## src/rtl/bcbd_pkg.sv

```systemverilog
// Package for the branch-condition and bit-operation decoder.
// Assumes a single 100 MHz core clock and a synchronous active-high reset.
`default_nettype none

package bcbd_pkg;

    // ------------------------------------------------------------------
    // Condition selector codes
    // ------------------------------------------------------------------
    localparam logic [3:0] BCBD_CC_ALWAYS = 4'h0;
    localparam logic [3:0] BCBD_CC_NEVER  = 4'h1;
    localparam logic [3:0] BCBD_CC_HI     = 4'h2;
    localparam logic [3:0] BCBD_CC_LS     = 4'h3;
    localparam logic [3:0] BCBD_CC_CC     = 4'h4;
    localparam logic [3:0] BCBD_CC_CS     = 4'h5;
    localparam logic [3:0] BCBD_CC_NE     = 4'h6;
    localparam logic [3:0] BCBD_CC_EQ     = 4'h7;
    localparam logic [3:0] BCBD_CC_VC     = 4'h8;
    localparam logic [3:0] BCBD_CC_VS     = 4'h9;
    localparam logic [3:0] BCBD_CC_PL     = 4'ha;
    localparam logic [3:0] BCBD_CC_MI     = 4'hb;
    localparam logic [3:0] BCBD_CC_GE     = 4'hc;
    localparam logic [3:0] BCBD_CC_LT     = 4'hd;
    localparam logic [3:0] BCBD_CC_GT     = 4'he;
    localparam logic [3:0] BCBD_CC_LE     = 4'hf;

    // ------------------------------------------------------------------
    // Bit operation codes
    // ------------------------------------------------------------------
    typedef enum logic [3:0] {
        BCBD_OP_SET   = 4'h0,
        BCBD_OP_CLR   = 4'h1,
        BCBD_OP_NOT   = 4'h2,
        BCBD_OP_TST   = 4'h3,
        BCBD_OP_AND   = 4'h4,
        BCBD_OP_OR    = 4'h5,
        BCBD_OP_XOR   = 4'h6,
        BCBD_OP_LD    = 4'h7,
        BCBD_OP_ST    = 4'h8,
        BCBD_OP_IAND  = 4'h9,
        BCBD_OP_IOR   = 4'ha,
        BCBD_OP_IXOR  = 4'hb,
        BCBD_OP_ILD   = 4'hc,
        BCBD_OP_IST   = 4'hd
    } bcbd_bitop_t;

    // Operand forms.
    typedef enum logic [1:0] {
        BCBD_FORM_REG = 2'h0,
        BCBD_FORM_IND = 2'h1,
        BCBD_FORM_ABS = 2'h2
    } bcbd_form_t;

    // ------------------------------------------------------------------
    // Field positions and reset values
    // ------------------------------------------------------------------
    localparam int         BCBD_OPC_MSB   = 15;
    localparam int         BCBD_OPC_LSB   = 8;
    localparam int         BCBD_HI_MSB    = 7;
    localparam int         BCBD_HI_LSB    = 4;
    localparam int         BCBD_LO_MSB    = 3;
    localparam int         BCBD_LO_LSB    = 0;
    localparam logic [7:0] BCBD_RST_BYTE  = 8'h00;
    localparam logic [15:0] BCBD_RST_PC   = 16'h0000;
    localparam logic [15:0] BCBD_INSN_LEN = 16'h0002;

    typedef enum logic [1:0] {
        BCBD_ST_IDLE = 2'b01,
        BCBD_ST_EXT  = 2'b10
    } bcbd_state_t;

endpackage : bcbd_pkg

`default_nettype wire

```

## src/rtl/bcbd_core.sv

```systemverilog
// Branch-condition evaluator, call/return sequencer and bit-operation decoder.
// Assumes instruction words come from the fetch logic on the same clock.
`default_nettype none

// Notes on behaviour
// - A branch loads the target only if its condition holds; always takes, never skips.
// - Equal/not-equal test Z, overflow pairs test V, plus/minus test N.
// - Higher needs C and Z clear, lower-or-same either set; carry pair tests C.
// - Signed ge/lt use N xor V; gt/le use Z or (N xor V).
// - Calls jump to the target and returns resume after the call.
// - Register bit ops take opcode from 15:8, bit number from 7:4, register from 3:0.
// - Memory bit ops take two words: pointer or address, then bit number, low nibble 0.
// - Inverted-operand ops accept only an immediate bit number.
// - The bit number selects one of eight positions from the immediate or register low bits.
// - The test op sets Z to the inverse of the selected bit and keeps the operand.
// - Carry ops AND, OR or XOR carry with the bit or its inverse into carry.

module bcbd_core
    import bcbd_pkg::*;
(
    input  wire logic        core_clk,
    input  wire logic        rst,
    input  wire logic        flag_c,
    input  wire logic        flag_z,
    input  wire logic        flag_v,
    input  wire logic        flag_n,
    input  wire logic [3:0]  cond_sel,
    input  wire logic        branch_valid,
    input  wire logic        call_valid,
    input  wire logic        ret_valid,
    input  wire logic [15:0] target_addr,
    input  wire logic [15:0] cur_pc,
    input  wire logic        bitop_valid,
    input  wire logic [15:0] insn_word,
    input  wire bcbd_bitop_t bitop_sel,
    input  wire bcbd_form_t  bitop_form,
    input  wire logic        bitno_from_reg,
    input  wire logic [7:0]  bitno_reg_value,
    input  wire logic [7:0]  operand_value,
    output var  logic        branch_taken,
    output var  logic        pc_load,
    output var  logic [15:0] pc_next_value,
    output var  logic [7:0]  bit_opcode,
    output var  logic [3:0]  operand_reg,
    output var  logic [3:0]  bitno_reg,
    output var  logic [7:0]  abs_addr,
    output var  logic        result_valid,
    output var  logic        illegal_form,
    output var  logic [7:0]  result_value,
    output var  logic        result_write,
    output var  logic        carry_out,
    output var  logic        carry_write,
    output var  logic        zero_out,
    output var  logic        zero_write
);

    // ------------------------------------------------------------------
    // Condition evaluation
    // ------------------------------------------------------------------
    function automatic logic bcbd_cond(input logic [3:0] sel, input logic c,
                                       input logic z, input logic v, input logic n);
        logic r;
        r = 1'b0;
        case (sel)
            BCBD_CC_ALWAYS: r = 1'b1;
            BCBD_CC_NEVER:  r = 1'b0;
            BCBD_CC_HI:     r = ~(c | z);
            BCBD_CC_LS:     r = c | z;
            BCBD_CC_CC:     r = ~c;
            BCBD_CC_CS:     r = c;
            BCBD_CC_NE:     r = ~z;
            BCBD_CC_EQ:     r = z;
            BCBD_CC_VC:     r = ~v;
            BCBD_CC_VS:     r = v;
            BCBD_CC_PL:     r = ~n;
            BCBD_CC_MI:     r = n;
            BCBD_CC_GE:     r = ~(n ^ v);
            BCBD_CC_LT:     r = n ^ v;
            BCBD_CC_GT:     r = ~(z | (n ^ v));
            BCBD_CC_LE:     r = z | (n ^ v);
            default:        r = 1'b0;
        endcase
        return r;
    endfunction : bcbd_cond

    logic cond_now;
    assign cond_now = bcbd_cond(cond_sel, flag_c, flag_z, flag_v, flag_n);

    // ------------------------------------------------------------------
    // Return stack
    // ------------------------------------------------------------------
    logic [15:0] ret_addr;

    bcbd_stack #(
        .DEPTH (8)
    ) u_stack (
        .core_clk  (core_clk),
        .rst       (rst),
        .push      (call_valid),
        .pop       (ret_valid & ~call_valid),
        .push_data (cur_pc + BCBD_INSN_LEN),
        .top_data  (ret_addr)
    );

    // ------------------------------------------------------------------
    // State
    // ------------------------------------------------------------------
    typedef struct packed {
        bcbd_state_t st;
        bcbd_bitop_t op;
        bcbd_form_t  form;
        logic        from_reg;
        logic        branch_taken;
        logic        pc_load;
        logic [15:0] pc_next_value;
        logic [7:0]  bit_opcode;
        logic [3:0]  operand_reg;
        logic [3:0]  bitno_reg;
        logic [7:0]  abs_addr;
        logic        result_valid;
        logic        illegal_form;
        logic [7:0]  result_value;
        logic        result_write;
        logic        carry_out;
        logic        carry_write;
        logic        zero_out;
        logic        zero_write;
    } bcbd_core_state_t;

    bcbd_core_state_t s_reg;
    bcbd_core_state_t s_next;

    function automatic logic bcbd_inverted(input bcbd_bitop_t op);
        return op inside {BCBD_OP_IAND, BCBD_OP_IOR, BCBD_OP_IXOR, BCBD_OP_ILD, BCBD_OP_IST};
    endfunction : bcbd_inverted

    logic [2:0] bit_idx;
    logic       sel_bit;
    logic       opnd_bit;
    logic       first_ok;

    always_comb begin
        s_next              = s_reg;
        s_next.pc_load      = 1'b0;
        s_next.result_valid = 1'b0;
        s_next.result_write = 1'b0;
        s_next.carry_write  = 1'b0;
        s_next.zero_write   = 1'b0;
        s_next.illegal_form = 1'b0;
        s_next.branch_taken = cond_now;
        bit_idx  = '0;
        sel_bit  = 1'b0;
        opnd_bit = 1'b0;
        first_ok = 1'b1;

        // Control flow: call has priority over return, return over branch.
        if (call_valid) begin
            s_next.pc_load       = 1'b1;
            s_next.pc_next_value = target_addr;
        end else if (ret_valid) begin
            s_next.pc_load       = 1'b1;
            s_next.pc_next_value = ret_addr;
        end else if (branch_valid && cond_now) begin
            s_next.pc_load       = 1'b1;
            s_next.pc_next_value = target_addr;
        end

        case (s_reg.st)
            BCBD_ST_IDLE: begin
                if (bitop_valid) begin
                    s_next.bit_opcode = insn_word[BCBD_OPC_MSB:BCBD_OPC_LSB];
                    s_next.op         = bitop_sel;
                    s_next.form       = bitop_form;
                    s_next.from_reg   = bitno_from_reg;
                    // Register-supplied bit number only for set/clear/invert/test.
                    first_ok = !(bitno_from_reg && !(bitop_sel inside
                        {BCBD_OP_SET, BCBD_OP_CLR, BCBD_OP_NOT, BCBD_OP_TST}));
                    if (bcbd_inverted(bitop_sel) && bitno_from_reg) begin
                        first_ok = 1'b0;
                    end
                    if (!first_ok) begin
                        s_next.illegal_form = 1'b1;
                        s_next.result_valid = 1'b1;
                    end else if (bitop_form == BCBD_FORM_REG) begin
                        s_next.operand_reg = insn_word[BCBD_LO_MSB:BCBD_LO_LSB];
                        s_next.bitno_reg   = insn_word[BCBD_HI_MSB:BCBD_HI_LSB];
                        bit_idx = bitno_from_reg ? bitno_reg_value[2:0]
                                                 : insn_word[6:4];
                        s_next.result_valid = 1'b1;
                    end else begin
                        // First of two words: pointer register or 8-bit address.
                        s_next.operand_reg = insn_word[BCBD_HI_MSB:BCBD_HI_LSB];
                        s_next.abs_addr    = insn_word[7:0];
                        s_next.st          = BCBD_ST_EXT;
                    end
                end
            end
            BCBD_ST_EXT: begin
                if (bitop_valid) begin
                    s_next.st         = BCBD_ST_IDLE;
                    s_next.bitno_reg  = insn_word[BCBD_HI_MSB:BCBD_HI_LSB];
                    bit_idx = s_reg.from_reg ? bitno_reg_value[2:0]
                                             : insn_word[6:4];
                    s_next.illegal_form = (insn_word[BCBD_LO_MSB:BCBD_LO_LSB] != 4'h0);
                    s_next.result_valid = 1'b1;
                end
            end
            default: s_next.st = BCBD_ST_IDLE;
        endcase

        opnd_bit = operand_value[bit_idx];
        if (s_next.result_valid && !s_next.illegal_form) begin
            sel_bit = bcbd_inverted(s_next.op) ? ~opnd_bit : opnd_bit;
            s_next.result_value = operand_value;
            case (s_next.op)
                BCBD_OP_SET: begin
                    s_next.result_value[bit_idx] = 1'b1;
                    s_next.result_write = 1'b1;
                end
                BCBD_OP_CLR: begin
                    s_next.result_value[bit_idx] = 1'b0;
                    s_next.result_write = 1'b1;
                end
                BCBD_OP_NOT: begin
                    s_next.result_value[bit_idx] = ~opnd_bit;
                    s_next.result_write = 1'b1;
                end
                BCBD_OP_TST: begin
                    s_next.zero_out   = ~opnd_bit;
                    s_next.zero_write = 1'b1;
                end
                BCBD_OP_AND, BCBD_OP_IAND: begin
                    s_next.carry_out   = flag_c & sel_bit;
                    s_next.carry_write = 1'b1;
                end
                BCBD_OP_OR, BCBD_OP_IOR: begin
                    s_next.carry_out   = flag_c | sel_bit;
                    s_next.carry_write = 1'b1;
                end
                BCBD_OP_XOR, BCBD_OP_IXOR: begin
                    s_next.carry_out   = flag_c ^ sel_bit;
                    s_next.carry_write = 1'b1;
                end
                BCBD_OP_LD, BCBD_OP_ILD: begin
                    s_next.carry_out   = sel_bit;
                    s_next.carry_write = 1'b1;
                end
                BCBD_OP_ST: begin
                    s_next.result_value[bit_idx] = flag_c;
                    s_next.result_write = 1'b1;
                end
                BCBD_OP_IST: begin
                    s_next.result_value[bit_idx] = ~flag_c;
                    s_next.result_write = 1'b1;
                end
                default: s_next.result_write = 1'b0;
            endcase
        end
    end

    always_ff @(posedge core_clk) begin
        if (rst) begin
            s_reg               <= '0;
            s_reg.st            <= BCBD_ST_IDLE;
            s_reg.op            <= BCBD_OP_SET;
            s_reg.form          <= BCBD_FORM_REG;
            s_reg.pc_next_value <= BCBD_RST_PC;
            s_reg.result_value  <= BCBD_RST_BYTE;
        end else begin
            s_reg <= s_next;
        end
    end

    assign branch_taken  = s_reg.branch_taken;
    assign pc_load       = s_reg.pc_load;
    assign pc_next_value = s_reg.pc_next_value;
    assign bit_opcode    = s_reg.bit_opcode;
    assign operand_reg   = s_reg.operand_reg;
    assign bitno_reg     = s_reg.bitno_reg;
    assign abs_addr      = s_reg.abs_addr;
    assign result_valid  = s_reg.result_valid;
    assign illegal_form  = s_reg.illegal_form;
    assign result_value  = s_reg.result_value;
    assign result_write  = s_reg.result_write;
    assign carry_out     = s_reg.carry_out;
    assign carry_write   = s_reg.carry_write;
    assign zero_out      = s_reg.zero_out;
    assign zero_write    = s_reg.zero_write;
endmodule : bcbd_core

`default_nettype wire

```

## src/rtl/bcbd_stack.sv

```systemverilog
// Small return-address stack for subroutine calls.
// Assumes push and pop never arrive together and depth is not exceeded.
`default_nettype none

module bcbd_stack
    import bcbd_pkg::*;
#(
    parameter int DEPTH = 8
) (
    input  wire logic        core_clk,
    input  wire logic        rst,
    input  wire logic        push,
    input  wire logic        pop,
    input  wire logic [15:0] push_data,
    output var  logic [15:0] top_data
);

    logic [15:0]              mem_reg [DEPTH];
    logic [$clog2(DEPTH)-1:0] sp_reg;

    // ------------------------------------------------------------------
    // Storage with registered top word.
    // ------------------------------------------------------------------
    always_ff @(posedge core_clk) begin
        if (rst) begin
            sp_reg   <= '0;
            top_data <= BCBD_RST_PC;
        end else if (push) begin
            mem_reg[sp_reg] <= push_data;
            sp_reg          <= sp_reg + 1'b1;
            top_data        <= push_data;
        end else if (pop) begin
            sp_reg   <= sp_reg - 1'b1;
            top_data <= mem_reg[sp_reg - 2'd2];
        end
    end

endmodule : bcbd_stack

`default_nettype wire
```

## config.mk

```make
export PLATFORM = sky130hd
export DESIGN_NAME = bcbd_core
export DESIGN_NICKNAME = d
export VERILOG_FILES = /design/src/rtl/bcbd_pkg.sv /design/src/rtl/bcbd_core.sv /design/src/rtl/bcbd_stack.sv
export SDC_FILE = /design/constraint.sdc
export NUM_CORES = 1
export LEC_CHECK = 0
export BUFFER_PORTS_ARGS = -buffer_cell sky130_fd_sc_hd__buf_2
export CAP_MARGIN = 20
export CORE_MARGIN = 2
export CORE_UTILIZATION = 43
export DETAILED_ROUTE_END_ITERATION = 12
export GPL_ROUTABILITY_DRIVEN = 0
export GPL_TIMING_DRIVEN = 0
export PLACE_DENSITY = 0.71
export SYNTH_ARGS = -nofsm -noshare
export SYNTH_HDL_FRONTEND = slang
export SYNTH_SLANG_ARGS = --single-unit
```

## constraint.sdc

```tcl
create_clock -name core_clk -period 3.3 [get_ports core_clk]
set_input_delay 0.66 -clock core_clk [delete_from_list [all_inputs] [get_ports core_clk]]
set_output_delay 0.66 -clock core_clk [all_outputs]
set_load 0.02 [all_outputs]
```

==> impl_metrics.json <==
{
  "status": "complete, no violations",
  "irDropWorstVdd_v": 0.000369,
  "async_flop_share_pct": 0,
  "worst_slew_pin_slew_ps": 921,
  "synth-seq-area-share_pct": 56.6,
  "clock_path_buffers": 3,
  "ant_nets": 0,
  "synth_top_area_share_pct": 39.5,
  "grt_pass1_wl_um": 35900,
  "cts_sinks": 211,
  "yosys.area.top_type": "edfxtp_1",
  "fmax_ghz": 0.325,
  "wl_per_cell_um": 18.2,
  "grt_max_degree": 16,
  "dp_hpwl_um": 17000,
  "synth_flop_cell": "edfxtp_1",
  "die-area_mm2": 0.0239,
  "cts_buffers": 23,
  "grt_usage_pct": 19.2,
  "clk_latency_ps": 520,
  "final_nets": 1063,
  "dr_total_vias": 6810,
  "antenna_found_initial": 2,
  "netlist_top_cells_count": "128 x edfxtp_1, 83 x dfxtp_1, 82 x nor2_1, 63 x nand2_1, 60 x a21oi_1",
  "post-cts-setup-buffers": 0,
  "avgViaCountPerCell": 5.35,
  "port-buffer-count": 132,
  "post-route-period-util_pct": 93.3,
  "die_h_um": 154,
  "synth_edf_count": 128,
  "drt_wl_total_um": 23200,
  "setup_violations": 0,
  "finalHoldViolCount": 0,
  "syn_to_final_growth_pct": 20.6,
  "synthTopCellsByArea": "edfxtp_1 39%, dfxtp_1 17%, mux4_2 7.4%",
  "cts_root_buffer": "clkbuf_16",
  "syn_area_mm2": 0.00973,
  "cts_tree": "built",
  "syn_inst": 804,
  "start_util_pct": 43.4,
  "cp-start-kind": "flop",
  "rsz0062_at_grt": "no",
  "maxCapViolCount": 0,
  "maxSlewHeadroom_pct": 38.2,
  "num-fill-cells": 1921,
  "cts_hold_buf": 0,
  "ctsHtreeMaxLevel": 1,
  "largest_reg_flops": 128,
  "yosysMostFrequentCell": "edfxtp_1",
  "final.min_clock_period_ps": 3080,
  "ys_types": 66,
  "rows": 55,
  "synthesis.nets": 899,
  "arrival_ps": 3520,
  "critPathKind": "flop to flop",
  "io-pin-count": 142,
  "syn_avg_cell_area_um2": 12.1,
  "firstDrtPassIters": 7,
  "path_clk_slew_ps": 60,
  "slew_viol_final": 0,
  "ys_ff_latch": 211,
  "power_density_mw_per_mm2": 578,
  "final_core_util_pct": 52.3,
  "core_mm2": 0.0224,
  "ys_warn_count": 0,
  "hp-class": "input port to flop",
  "pre_cts_ws_ps": -491,
  "drc_errors": 0,
  "p_leak_nw": 4.53,
  "end_kind": "flop",
  "die_w_um": 154,
  "cp.required_ps": 3740,
  "globalRoute.totalOverflow": 0,
  "crit_fanout": 5,
  "timing.final.ws_setup_ps": 220,
  "first_iter_violations": 575,
  "finClkSkew_ps": 7.23,
  "grt_pass1_vias": 6532,
  "layout-drive-gt1-share_pct": 30.9
}
## final cells by class
type | instances | area, um2 | share of cell area [%]
Inverter | 21 | 78.8 | 0.671
Clock buffer | 26 | 587 | 5.00
Antenna cell | 2 | 5.00 | 0.0426
Buffer | 92 | 573 | 4.88
Clock inverter | 16 | 229 | 1.95
Tap cell | 285 | 357 | 3.04
Timing Repair Buffer | 140 | 781 | 6.65
Sequential cell | 211 | 5510 | 46.9
Multi-Input combinational cell | 479 | 3620 | 30.9
## critical path: stages (launching register included)
cell and delay, ps:
dfxtp_1 340, inv_1 60, ha_1 220, nand4bb_4 170, o32a_1 420, a21o_1 250
a22oi_2 250, nand2_2 130, xnor2_2 190, inv_1 60, ha_1 270, mux2i_1 60
o32a_1 370, a41oi_1 210
## layout by cell type (no fill, tap or decap), types with 14 or more instances in the layout
master	count
dfxtp_1	83
a21oi_1	60
clkbuf_16	23
edfxtp_1	128
o21ai_0	16
buf_4	48
nor2_1	74
xnor2_1	14
mux2i_1	39
clkbuf_1	28
inv_1	20
nand2_1	61
buf_2	143
a211oi_1	36
mux4_2	32
## through the flow
| step | area (um2) | total power [mW] | hold slack, ps | TNS, ps | cells |
|---|---|---|---|---|---|
| after floorplan | 9730 | 3.73 | 437 | 0 | 804 |
| after global placement | 10800 | 4.03 | 443 | -9610 | 1221 |
| after detailed placement | 10900 | 4.07 | 449 | -4560 | 1229 |
| after CTS | 11700 | 6.81 | 361 | 0 | 1271 |
| after global routing | 11700 | 7.03 | 385 | 0 | 1272 |
| final | 11700 | 6.78 | 373 | 0 | 1272 |
## logic make-up (layout without fill, tap and decap cells)
logic type | after synthesis | in the layout | synth area share [%]
simple gates | 211 | 211 | 10.1
compound gates | 161 | 161 | 11.3
other cells | 0 | 2 | 0
mux | 77 | 77 | 12.2
flops | 211 | 211 | 56.6
buf+inv | 114 | 295 | 6.68
fa+ha+maj | 11 | 11 | 1.47
xor+xnor | 19 | 19 | 1.71
## routing by layer
| metal | vias to the layer above | wire length, um | GRT usage, % |
|---|---|---|---|
| met5 | - | 0 | 0 |
| met4 | 0 | 565 | 6.48 |
| met3 | 42 | 1800 | 3.05 |
| met2 | 271 | 10800 | 31.2 |
| met1 | 3237 | 9980 | 26.3 |
| li1 | 3260 | - | - |
## repair_timing
item                       CTS  global route
setup endpoints to repair   10            11
resized for setup            2            10
cloned                       0             0
pin swaps                    0             1
## path summary, 6_finish.rpt
path / slack [ps] / cells past startpoint / startpoint / to
setup / recovery: 220 / 13 / s_reg[65] / carry_out
hold / removal: 370 / 3 / insn_word[15] / bit_opcode[7]
setup reg to reg: 220 / 13 / s_reg[65] / carry_out
hold reg to reg: 450 / 2 / bit_opcode[4] / bit_opcode[4]
## where the power goes
| group | total, mW | switching [mW] | internal [mW] |
|---|---|---|---|
| logic | 1.06 | 0.615 | 0.444 |
| clock network | 2.76 | 1.07 | 1.69 |
| registers | 2.96 | 0.0501 | 2.91 |
| total | 6.78 | 1.73 | 5.05 |
Note: power is estimated with default switching activity, not from simulation.
